$ cat config.mk
export PLATFORM = sky130hd
export DESIGN_NAME = fpad_align_top
export DESIGN_NICKNAME = d
export VERILOG_FILES = /design/src/verilog/fpad_pkg.sv /design/src/verilog/fpad_div_chan.sv /design/src/verilog/fpad_align_top.sv
export SDC_FILE = /design/constraint.sdc
export NUM_CORES = 2
export LEC_CHECK = 0
export ABC_AREA = 1
export CAP_MARGIN = 20
export CORE_MARGIN = 2
export CORE_UTILIZATION = 58
export CTS_CLUSTER_SIZE = 30
export DETAILED_ROUTE_END_ITERATION = 8
export DONT_BUFFER_PORTS = 1
export PLACE_DENSITY_LB_ADDON = 0.08
export RECOVER_POWER = 50
export SYNTH_ARGS = -nofsm -noshare
export SYNTH_HDL_FRONTEND = slang
export SYNTH_SLANG_ARGS = --single-unit
$ cat constraint.sdc
create_clock -name clk_i -period 27 [get_ports clk_i]
set_clock_uncertainty 0.05 [all_clocks]
set_input_delay 1.35 -clock clk_i [delete_from_list [all_inputs] [get_ports clk_i]]
set_output_delay 1.35 -clock clk_i [all_outputs]
set_load 0.02 [all_outputs]
$ cat src/verilog/fpad_pkg.sv
package fpad_pkg;

	//////////////////////////////////////////////////////////////////////////
	// Register bus and map (byte addresses, one word each)
	localparam int ADDR_W = 8;
	localparam int DATA_W = 32;
	localparam int NUM_OUT = 8;
	localparam logic [ADDR_W-1:0] ADDR_CTRL = 8'h00;
	localparam logic [ADDR_W-1:0] ADDR_STATUS = 8'h04;
	localparam logic [ADDR_W-1:0] ADDR_CLK_BASE = 8'h40;
	localparam logic [ADDR_W-1:0] ADDR_REF_BASE = 8'h80;
	localparam logic [ADDR_W-1:0] ADDR_BANK_MASK = 8'he0;
	localparam int IDX_LSB = 2;
	localparam int IDX_W = 3;

	// Control and status bits
	localparam int CTRL_REQ_BIT = 0;
	localparam int STAT_BUSY_BIT = 0;
	localparam int STAT_REQ_BIT = 1;

	// Common output field positions
	localparam int F_PD = 0;
	localparam int F_HCSL = 1;
	localparam int F_STYLE = 2;
	localparam int F_EN = 3;
	localparam int F_AMP_LSB = 4;
	// Clock output fields
	localparam int F_DIV_LSB = 8;
	localparam int F_CPH_LSB = 16;
	// SYSREF-capable output fields
	localparam int F_SRC = 6;
	localparam int F_RPH_LSB = 8;

	// Field widths
	localparam int DIV_CODE_W = 4;
	localparam int CPH_W = 8;
	localparam int RPH_W = 3;
	localparam int RATIO_W = 5;
	localparam int AMP_MV_W = 11;

	// Reset values: clock outputs on as LVDS 350 mV, SYSREF outputs disabled
	localparam logic [DATA_W-1:0] CLK_CFG_RST = 32'h0000_0008;
	localparam logic [DATA_W-1:0] REF_CFG_RST = 32'h0000_0040;

	// Alignment length in input clock periods, and the ahead-of-clock limit
	localparam int ALIGN_CYCLES = 48;
	localparam logic [RPH_W-1:0] REF_LEAD_MAX = 3'h3;

	// Amplitudes in mV, single-ended
	localparam logic [AMP_MV_W-1:0] AMP_350 = 11'h15e;
	localparam logic [AMP_MV_W-1:0] AMP_500 = 11'h1f4;
	localparam logic [AMP_MV_W-1:0] AMP_750 = 11'h2ee;
	localparam logic [AMP_MV_W-1:0] AMP_1000 = 11'h3e8;

	typedef enum logic [1:0] {
		FPAD_OFF = 2'h0,
		FPAD_LVDS = 2'h1,
		FPAD_LVPECL = 2'h2,
		FPAD_HCSL = 2'h3
	} fpad_mode_e;

	typedef enum logic [1:0] {
		FPAD_IDLE = 2'h0,
		FPAD_WAIT = 2'h1,
		FPAD_ALIGN = 2'h3
	} fpad_state_e;

	// One differential output as seen at the pins
	typedef struct packed {
		logic on;
		fpad_mode_e mode;
		logic [AMP_MV_W-1:0] amp_mv;
		logic ref_lead;
		logic q;
		logic qn;
	} fpad_drive_s;

	// Divider code to ratio: 1,2,3,4,6,8,12,16,24; unknown codes divide by 1
	function automatic logic [RATIO_W-1:0] fpad_ratio(input logic [DIV_CODE_W-1:0] code);
		logic [RATIO_W-1:0] r;
		r = 5'h01;
		case (code)
			4'h1: r = 5'h02;
			4'h2: r = 5'h03;
			4'h3: r = 5'h04;
			4'h4: r = 5'h06;
			4'h5: r = 5'h08;
			4'h6: r = 5'h0c;
			4'h7: r = 5'h10;
			4'h8: r = 5'h18;
			default: r = 5'h01;
		endcase
		return r;
	endfunction : fpad_ratio

endpackage : fpad_pkg

$ cat src/verilog/fpad_div_chan.sv
`timescale 1ns/10ps
// One output divider: emits a one-cycle pulse on each rising incident edge.
module fpad_div_chan
	import fpad_pkg::*;
#(
	parameter int RW = RATIO_W,
	parameter int DW = CPH_W
) (
	// Clock and reset
	input wire logic clk_i,
	input wire logic rst_i,
	// Setup
	input wire logic [RW-1:0] ratio_i,
	input wire logic [DW-1:0] delay_i,
	// Alignment control
	input wire logic stretch_i,
	input wire logic restart_i,
	// Edge pulse
	output logic tick_o
);

	logic [RW-1:0] cnt_reg;
	logic [DW-1:0] dly_reg;
	logic held_reg;
	logic div1;
	logic term;

	assign div1 = (ratio_i == RW'(1));
	// A shrunk ratio may leave the count beyond the end, so compare with >=
	assign term = (cnt_reg >= ratio_i - RW'(1));

	// Period counter with stretch and common restart
	always_ff @(posedge clk_i or posedge rst_i) begin
		if (rst_i) begin
			cnt_reg <= '0;
			dly_reg <= '0;
			held_reg <= 1'b0;
		end else if (div1) begin
			cnt_reg <= '0;
			dly_reg <= '0;
			held_reg <= 1'b0;
		end else if (restart_i) begin
			cnt_reg <= '0;
			dly_reg <= delay_i;
			held_reg <= 1'b0;
		end else if (dly_reg != '0) begin
			dly_reg <= dly_reg - DW'(1);
		end else if (term) begin
			if (stretch_i && !held_reg) begin
				held_reg <= 1'b1;
			end else begin
				cnt_reg <= '0;
				held_reg <= 1'b0;
			end
		end else begin
			cnt_reg <= cnt_reg + RW'(1);
		end
	end

	// Edge pulse; fixed one-cycle latency whatever the ratio
	always_ff @(posedge clk_i or posedge rst_i) begin
		if (rst_i) begin
			tick_o <= 1'b0;
		end else begin
			tick_o <= div1 || (!restart_i && dly_reg == '0 && cnt_reg == '0);
		end
	end

endmodule : fpad_div_chan

$ cat src/verilog/fpad_align_top.sv
`timescale 1ns/10ps
module fpad_align_top
	import fpad_pkg::*;
#(
	parameter int N_OUT = NUM_OUT,
	parameter int ALIGN_LEN = ALIGN_CYCLES
) (
	// Clock and reset
	input wire logic clk_i,
	input wire logic rst_i,
	// Register port
	input wire logic [ADDR_W-1:0] addr_i,
	input wire logic [DATA_W-1:0] wr_data_i,
	input wire logic wr_i,
	input wire logic rd_i,
	output logic [DATA_W-1:0] rd_data_o,
	// Reference input
	input wire logic ref_i,
	// Outputs
	output fpad_drive_s [N_OUT-1:0] fanout_clock_output_o,
	output fpad_drive_s [N_OUT-1:0] sysref_capable_output_o,
	output logic align_busy_status_o
);

	//////////////////////////////////////////////////////////////////////////
	// Declarations
	// Alignment counter wide enough for whatever length is chosen
	localparam int CNT_W = $clog2(ALIGN_LEN + 1);
	// Configuration words, one per output index
	logic [DATA_W-1:0] clk_cfg_reg [N_OUT];
	logic [DATA_W-1:0] ref_cfg_reg [N_OUT];
	// Request, status and sequencer
	logic multi_device_align_request_reg;
	logic align_busy_status_reg;
	fpad_state_e state_reg;
	fpad_state_e state_next;
	logic [CNT_W-1:0] align_cnt_reg;
	// Reference edge detect
	logic ref_d1_reg;
	logic ref_d2_reg;
	logic ref_rise;
	// Sequencer strobes to the dividers
	logic align_done;
	logic restart;
	logic stretch;
	// Register decode
	logic wr_ctrl;
	logic [IDX_W-1:0] idx;
	// Incident-edge pulses from the dividers
	logic [N_OUT-1:0] tick;

	assign idx = addr_i[IDX_LSB +: IDX_W];
	assign wr_ctrl = wr_i && addr_i == ADDR_CTRL && wr_data_i[CTRL_REQ_BIT];

	//////////////////////////////////////////////////////////////////////////
	// Reference sampling
	// Two samples so the edge test compares the newest level with the one before
	// The reference idles low, so both samples reset low and no false rise follows
	always_ff @(posedge clk_i or posedge rst_i) begin
		if (rst_i) begin
			ref_d1_reg <= 1'b0;
			ref_d2_reg <= 1'b0;
		end else begin
			ref_d1_reg <= ref_i;
			ref_d2_reg <= ref_d1_reg;
		end
	end

	assign ref_rise = ref_d1_reg && !ref_d2_reg;

	//////////////////////////////////////////////////////////////////////////
	// Alignment sequencer
	// A rise seen while idle is dropped; only an armed request waits for one
	always_comb begin
		state_next = state_reg;
		unique case (state_reg)
			FPAD_IDLE: begin
				if (multi_device_align_request_reg) begin
					state_next = FPAD_WAIT;
				end
			end
			FPAD_WAIT: begin
				if (ref_rise) begin
					state_next = FPAD_ALIGN;
				end
			end
			FPAD_ALIGN: begin
				// Later rises during alignment are ignored
				if (align_done) begin
					state_next = FPAD_IDLE;
				end
			end
			default: state_next = FPAD_IDLE;
		endcase
	end

	// Sequencer state
	always_ff @(posedge clk_i or posedge rst_i) begin
		if (rst_i) begin
			state_reg <= FPAD_IDLE;
		end else begin
			state_reg <= state_next;
		end
	end

	// Fixed-length alignment so duration never depends on the chosen ratios
	always_ff @(posedge clk_i or posedge rst_i) begin
		if (rst_i) begin
			align_cnt_reg <= '0;
		end else if (state_reg == FPAD_ALIGN) begin
			align_cnt_reg <= align_cnt_reg + CNT_W'(1);
		end else begin
			align_cnt_reg <= '0;
		end
	end

	// The last counted cycle restarts every divided channel (ratio 1 ignores restart) and clears the request
	assign align_done = (state_reg == FPAD_ALIGN) &&
		(align_cnt_reg == CNT_W'(ALIGN_LEN - 1));
	assign restart = align_done;
	// Stretch reaches every divided channel at once so they keep step
	assign stretch = (state_reg == FPAD_ALIGN);

	// Request bit: a new write wins over the self-clear in the same cycle
	always_ff @(posedge clk_i or posedge rst_i) begin
		if (rst_i) begin
			multi_device_align_request_reg <= 1'b0;
		end else if (wr_ctrl) begin
			multi_device_align_request_reg <= 1'b1;
		end else if (align_done) begin
			multi_device_align_request_reg <= 1'b0;
		end
	end

	// Busy status follows the request through wait and alignment
	// Busy rises with the request, so software sees it before the state moves
	always_ff @(posedge clk_i or posedge rst_i) begin
		if (rst_i) begin
			align_busy_status_reg <= 1'b0;
		end else if (wr_ctrl) begin
			align_busy_status_reg <= 1'b1;
		end else if (align_done) begin
			align_busy_status_reg <= 1'b0;
		end
	end

	assign align_busy_status_o = align_busy_status_reg;

	//////////////////////////////////////////////////////////////////////////
	// Configuration registers
	// Control and status words lie outside both banks and are not touched here
	// A ratio change acts at once; a new clock delay waits for the next restart
	always_ff @(posedge clk_i or posedge rst_i) begin
		if (rst_i) begin
			for (int i = 0; i < N_OUT; i++) begin
				clk_cfg_reg[i] <= CLK_CFG_RST;
				ref_cfg_reg[i] <= REF_CFG_RST;
			end
		end else if (wr_i) begin
			if ((addr_i & ADDR_BANK_MASK) == ADDR_CLK_BASE) begin
				clk_cfg_reg[idx] <= wr_data_i;
			end else if ((addr_i & ADDR_BANK_MASK) == ADDR_REF_BASE) begin
				ref_cfg_reg[idx] <= wr_data_i;
			end
		end
	end

	// Read data, one cycle after the strobe; unmapped reads as zero
	// Returning zero between reads keeps a stale word from looking valid
	always_ff @(posedge clk_i or posedge rst_i) begin
		if (rst_i) begin
			rd_data_o <= '0;
		end else if (rd_i) begin
			if (addr_i == ADDR_CTRL) begin
				rd_data_o <= DATA_W'(multi_device_align_request_reg);
			end else if (addr_i == ADDR_STATUS) begin
				rd_data_o <= '0;
				rd_data_o[STAT_BUSY_BIT] <= align_busy_status_reg;
				rd_data_o[STAT_REQ_BIT] <= multi_device_align_request_reg;
			end else if ((addr_i & ADDR_BANK_MASK) == ADDR_CLK_BASE) begin
				rd_data_o <= clk_cfg_reg[idx];
			end else if ((addr_i & ADDR_BANK_MASK) == ADDR_REF_BASE) begin
				rd_data_o <= ref_cfg_reg[idx];
			end else begin
				rd_data_o <= '0;
			end
		end else begin
			rd_data_o <= '0;
		end
	end

	//////////////////////////////////////////////////////////////////////////
	// Dividers, one per output index
	// All channels share one stretch and one restart, which keeps them in phase
	for (genvar g = 0; g < N_OUT; g++) begin : g_chan
		fpad_div_chan #(
			.RW(RATIO_W),
			.DW(CPH_W)
		) u_chan (
			.clk_i(clk_i),
			.rst_i(rst_i),
			.ratio_i(fpad_ratio(clk_cfg_reg[g][F_DIV_LSB +: DIV_CODE_W])),
			.delay_i(clk_cfg_reg[g][F_CPH_LSB +: CPH_W]),
			.stretch_i(stretch),
			.restart_i(restart),
			.tick_o(tick[g])
		);
	end

	//////////////////////////////////////////////////////////////////////////
	// Output style decode
	function automatic fpad_drive_s drive(input logic [DATA_W-1:0] cfg, input logic sig);
		fpad_drive_s d;
		logic [1:0] amp;
		d = '0;
		amp = cfg[F_AMP_LSB +: 2];
		// Power-down wins over every other field except the SYSREF phase, which still sets ref_lead
		if (cfg[F_PD]) begin
			d.on = 1'b0;
			d.mode = FPAD_OFF;
			d.amp_mv = '0;
			d.q = 1'b0;
			d.qn = 1'b0;
		end else begin
			d.on = 1'b1;
			// HCSL needs both style bits; the HCSL bit alone falls back to LVDS
			if (cfg[F_HCSL] && cfg[F_STYLE]) begin
				d.mode = FPAD_HCSL;
				d.amp_mv = AMP_500;
			end else if (cfg[F_STYLE]) begin
				d.mode = FPAD_LVPECL;
				d.amp_mv = (amp == 2'h0) ? AMP_350 : (amp == 2'h1) ? AMP_750 : AMP_1000;
			end else begin
				d.mode = FPAD_LVDS;
				d.amp_mv = (amp == 2'h0) ? AMP_350 : AMP_750;
			end
			// A disabled output carries no amplitude
			if (!cfg[F_EN]) begin
				d.amp_mv = '0;
			end
			// Disabled outputs rest at static low
			d.q = cfg[F_EN] && sig;
			d.qn = !(cfg[F_EN] && sig);
		end
		return d;
	endfunction : drive

	// Clock outputs
	// Registered so every pin changes on one edge, whatever the decode depth
	always_ff @(posedge clk_i or posedge rst_i) begin
		if (rst_i) begin
			fanout_clock_output_o <= '0;
		end else begin
			for (int i = 0; i < N_OUT; i++) begin
				fanout_clock_output_o[i] <= drive(clk_cfg_reg[i], tick[i]);
			end
		end
	end

	// SYSREF-capable outputs; the reference passes whatever the sequencer does
	always_ff @(posedge clk_i or posedge rst_i) begin
		if (rst_i) begin
			sysref_capable_output_o <= '0;
		end else begin
			for (int i = 0; i < N_OUT; i++) begin
				if (ref_cfg_reg[i][F_SRC]) begin
					sysref_capable_output_o[i] <= drive(ref_cfg_reg[i], ref_d1_reg);
					// Lead flag stands in for the sub-cycle delay, which is not modelled
					sysref_capable_output_o[i].ref_lead <=
						(ref_cfg_reg[i][F_RPH_LSB +: RPH_W] <= REF_LEAD_MAX);
				end else begin
					sysref_capable_output_o[i] <= drive(ref_cfg_reg[i], tick[i]);
				end
			end
		end
	end

endmodule : fpad_align_top

# Word level (Yosys, flattened, before mapping)
# Memories as Yosys holds them, arrays and structs flattened.
# Index checks and enable logic that the tools add are counted.
dict set report op_classes {
  addsub 25
  order_cmp 18
  eq_ne 49
  n_mux 270
  bitwise 2
  n_reduce_logical 189
}
# operator n
set ops {}
lappend ops {{bitwise mux 256 bit} 2}
lappend ops {{two-way mux 13 bit} 32}
lappend ops {{two-way mux 10 bit} 32}
lappend ops {{two-way mux 32 bit} 10}
lappend ops {{two-way mux 14 bit} 16}
lappend ops {{two-way mux 5 bit} 40}
lappend ops {{binary-select mux 32 bit (select 3 bit)} 2}
lappend ops {{two-way mux 8 bit} 24}
lappend ops {{two-way mux 11 bit} 16}
lappend ops {{two-way mux 9 bit} 16}
lappend ops {{demux 32 bit (select 3 bit)} 1}
lappend ops {{zero test 8 bit} 9}
lappend ops {{logical AND 1 bit} 69}
lappend ops {{nonzero test 8 bit} 8}
lappend ops {{subtractor 8 x 1 -> 8 bit (second input constant)} 8}
lappend ops {{two-way mux 2 bit} 27}
lappend ops {{nonzero test 3 bit} 16}
lappend ops {{two-way mux 1 bit} 42}
lappend ops {{adder 5 x 1 -> 5 bit (second input constant)} 8}
lappend ops {{== test 5 x 1 -> 1 bit (second input constant)} 8}
lappend ops {{greater-or-equal comparator 5 bit} 8}
lappend ops {{zero test 5 bit} 8}
lappend ops {{subtractor 5 x 1 -> 5 bit (second input constant)} 8}
lappend ops {{== test 2 x 1 -> 1 bit (second input constant)} 17}
lappend ops {{other kinds (24)} 126}
dict set report word_totals {
  ff_bits 939
  rom_bits 640
  input_bits 45
  out_inout_bits 305
  wordCells 703
  mem_count 8
}
# memory depth width rd rd_clocked_by_memory_dff write_ports line
set mem_list {}
lappend mem_list {{(no name shown)} 16 5 1 0 0 fpad_pkg.sv:82} ;# case (code)
lappend mem_list {{(no name shown)} 16 5 1 0 0 fpad_pkg.sv:82}
lappend mem_list {{(no name shown)} 16 5 1 0 0 fpad_pkg.sv:82}
lappend mem_list {{(no name shown)} 16 5 1 0 0 fpad_pkg.sv:82}
lappend mem_list {{(no name shown)} 16 5 1 0 0 fpad_pkg.sv:82}
lappend mem_list {{(no name shown)} 16 5 1 0 0 fpad_pkg.sv:82}
lappend mem_list {{+2 memories} n/a n/a n/a n/a n/a n/a}

# Depth between registers and ports, before layout
dict set report logic_depth {
  depth_word 9
  mapped_depth 20
  ltp_nobuf 20
}

# Modules after synthesis
# From an unflattened synthesis, not the netlist that was laid out.
dict set report hier_totals {
  cells_unflattened 4977
  area_unflattened_um2 42025.3
}
# mod n_inst cells_each area_each_um2 seq_area_each_um2
set by_module_without_submodules {}
lappend by_module_without_submodules {fpad_align_top 1 3655 32506.2 19313.5}
lappend by_module_without_submodules {{fpad_div_chan at g_chan[0].u_chan ...} 6 165 1191.1 375.4}
lappend by_module_without_submodules {{fpad_div_chan at g_chan[6].u_chan} 1 166 1187.4 375.4}
lappend by_module_without_submodules {{fpad_div_chan at g_chan[7].u_chan} 1 166 1184.9 375.4}

# Worst setup path after synthesis
# OpenSTA, ideal clock, no wires.
dict set report synth_path {
  path_type {flip-flop to flip-flop}
  start {register clk_cfg_reg[40] (netlist name)}
  end {register g_chan[6].u_chan.cnt_reg[2]}
  setup_time_ps 118
  t_arrival_ps 2653
  required_ps 26832
  path_slack_ps 24179
  path_stages_with_launch 20
  n_path_buf 0
  period_less_slack_ps 2821
  path_cell_list {dfrtp_1 -> inv_1 -> ha_1 -> nor2_1 -> nor2_1 -> o21ai_0 -> ha_1 -> nand4_1 -> xnor2_1 -> ha_1 -> nand2_1 -> inv_1 -> nand2_1 -> nand3_1 -> nor2_1 -> inv_1 -> nand3_1 -> nand2_1 -> nand2_1 -> nand2_1}
}
dict set report synth_between {
  elab_chain_len 7
  word_cells_on_any_way 11
  cone_classes {add/sub (1); order compare (1); eq/ne (3); mux (4); reduce/logical (1); memory (1)}
}
# element line
set synth_lines {}
lappend synth_lines {{start: declaration} fpad_align_top.sv:30} ;# logic [DATA_W-1:0] clk_cfg_reg [N_OUT];
lappend synth_lines {{start signal: indexed assignment} fpad_align_top.sv:161} ;# clk_cfg_reg[idx] <= wr_data_i;
lappend synth_lines {{memory (16 x 5 bit) *} n/a}
lappend synth_lines {{subtractor 5 x 1 -> 5 bit} fpad_div_chan.sv:30} ;# assign term = (cnt_reg >= ratio_i - RW'(1));
lappend synth_lines {{greater-or-equal comparator 5 bit} fpad_div_chan.sv:30}
lappend synth_lines {{two-way mux 5 bit} fpad_div_chan.sv:48} ;# end else if (term) begin
lappend synth_lines {{two-way mux 5 bit} fpad_div_chan.sv:46} ;# end else if (dly_reg != '0) begin
lappend synth_lines {{two-way mux 5 bit} fpad_div_chan.sv:42} ;# end else if (restart_i) begin
lappend synth_lines {{two-way mux 5 bit} fpad_div_chan.sv:38} ;# end else if (div1) begin
lappend synth_lines {{end signal: assignment} fpad_div_chan.sv:56} ;# cnt_reg <= cnt_reg + RW'(1);
lappend synth_lines {{end: declaration} fpad_div_chan.sv:22} ;# logic [RW-1:0] cnt_reg;
# Every way passes the cells marked *; elsewhere a longest branch is shown, timed or not. The select of a mux whose other input is x is not followed.
# A chain may end at the register's enable or synchronous reset.

==> impl_metrics.ini <==
[outcome]
outcome = complete, but fails checks
violations = max-capacitance violations, max-slew violations

[cts]
cts.sinks = 891
post_cts_buffers = 0
ctsResizeCount = 0
cts-buffers-inserted = 92
insertion_delay_ps = 650
cts-root-buf = clkbuf_16
cts_buffer_depth = 3
hold_buffers = 0
cts_tree = built
clk_pin_slew_worst_paths_ps = 60
h-tree-depth = 3

[sta]
setup_viol = 0
post-route-min-period_ps = 8111
relSlewSlack_pct = -257.7
tightest_slew_ps = 5336
rsz0062_at_grt = false
fin_tns_setup_ps = 0
hold_viol = 0
drv_slew = 647
fmax_mhz = 123.3
finalCritPeriodShare_pct = 30.04

[cells_and_area]
layout_common_cells = nand2_1, dfrtp_1, nor2_1
areaGrowthSynthToFinish_pct = 8.393
drive_above_1_share_pct = 4.952
nets = 4892
layout_commonest_cell = nand2_1
fillers = 6151
regArea_um2 = 22320
final_area_um2 = 44580
fin_util_pct = 63.55
multi_input_area_um2 = 15790

[global_routing]
grt_max_degree = 220
antenna_found_initial = 2
grt_pass1_vias = 30948
grt-ovfl-total = 0
grt_pass1_wl_um = 180800
grt_use_total_pct = 31.64

[place]
place_area_um2 = 41480
io_buffers = 0
place_hpwl_um = 75400
place_congestion = 0.8699

[critical_path]
cp_max_fo = 122
cp-start-kind = input port
cp.required_ps = 27620
worst-setup-path-type = input port to async pin
end_kind = async pin
r2r-start = align_cnt_reg[0]
critPathArrivalTime_ps = 8730
cp-startpoint = rst_i

[yosys]
synthesis.area_um2 = 41130
ys_ff_latch = 891
syn_inst = 4876
synth_flop_cell = dfrtp_1
post_synth.cell_area_avg_um2 = 8.435
synth_edf_count = 0
seq_area_frac_synth_pct = 54.26
async_flop_share_pct = 100.0
synth.distinct_cells = 38
yosysWarnings = 0

[routing]
routedWlPerCell_um = 19.96
dr.pass1.iters = 6
detail-route-antenna-nets = 0
drt_iter0_markers = 3337
post-route-drc-count = 0
wirelength_um = 115100
via_per_inst = 5.669
vias = 32704

[pwr]
combPwrFrac_pct = 17.3
power_density_nw_per_um2 = 83.44
clockPowerShare_pct = 35.3
max-vdd-ir-drop_v = 0.00005929
switching_share_pct = 32.17
power_frac_seq_pct = 47.4
p_int_uw = 2523
switchingPower_uw = 1197
power.leakage_uw = 0.02212
power_uw = 3720

[floorplanning]
fp-row-count = 97
num_io_pins = 350
dieArea_um2 = 73060
dieWidth_um = 270.3
start_util_pct = 58.63
fp.dieH_um = 270.3
core_um2 = 70150

[worst_hold_path]
hp-class = flop to flop
hold_start = ref_cfg_reg[10]

[flow_run]
max-cap-violations = 10
cell usage after synthesis, types with 24 or more instances:
library cell  number  area share (%)
o21ai_0          435             5.3
o211ai_1          47            0.86
nand3_1          291             3.5
inv_1            479             4.4
ha_1              97             3.0
buf_2             31            0.38
a21oi_1          373             4.5
clkbuf_1         199             1.8
dfrtp_1          875              53
o2111ai_1         24            0.51
nand2_1          958             8.7
or2_2             25            0.38
nand4_1           52            0.79
o21ai_1          146             1.8
xor2_1            60             1.3
nor2_1           583             5.3
buf_4             56             1.0
power groups by stage:
| stage | sequential [uW] | combinational, uW | clock, uW |
|---|---|---|---|
| finish | 1760 | 644 | 1310 |
| CTS | 1760 | 644 | 1330 |
| global route | 1790 | 749 | 1380 |
| floorplan | 1730 | 504 | 0 |
| detailed placement | 1790 | 639 | 0 |
| global placement | 1780 | 622 | 0 |
per-layer routing:
layer	share of wire [%]	global-route usage [%]
met1	43	44.59
met2	45	48.73
met3	8.5	7.237
met4	3.3	10.53
met5	0.010	0
kinds of logic after synthesis:
family | Yosys count | share of synthesized area [%]
compound gates | 1067 | 13.74
xor+xnor | 71 | 1.512
fa+ha+maj | 97 | 2.951
buf+inv | 792 | 7.833
flops | 891 | 54.26
other cells | 1 | 0.009118
simple gates | 1957 | 19.70
cell type report:
class	instances	area share, %
sequential	891	50.06
multi-input combinational	3232	35.42
clock buffer	133	5.981
inverter	486	4.100
tap	940	2.638
clock inverter	37	1.052
timing repair buffer	47	0.7353
antenna	3	0.01684
critical path, cell delays in order:
cell and delay [ps]:
clkinvlp_2 2930, clkbuf_1 2540, buf_4 990, buf_4 760
path summary, 6_finish.rpt:
kind	endpoint	slack, ps	depth (start not counted)
worst max-delay path	g_chan[3].u_chan.dly_reg[3]	18890	4
worst min-delay path	sysref_capable_output_o[121]	380	1
worst max register to register	g_chan[4].u_chan.tick_o	21020	8
worst min register to register	sysref_capable_output_o[121]	380	1
max in group clk_i	g_chan[4].u_chan.tick_o	21020	8
min in group asynchronous	fanout_clock_output_o[62]	2180	1
stage by stage:
| stage | instances | hold slack [ps] | worst slack, ps |
|---|---|---|---|
| 6_report | 5769 | 375.3 | 18890 |
| 5_1_grt | 5766 | 400.3 | 17370 |
| 2_1_floorplan | 4915 | 353.2 | 580.9 |
| 3_3_place_gp | 5593 | 360.4 | 22390 |
| 3_5_place_dp | 5593 | 363.8 | 22390 |
| 4_1_cts | 5763 | 374.9 | 23070 |
Note: power is estimated with default switching activity, not from simulation.
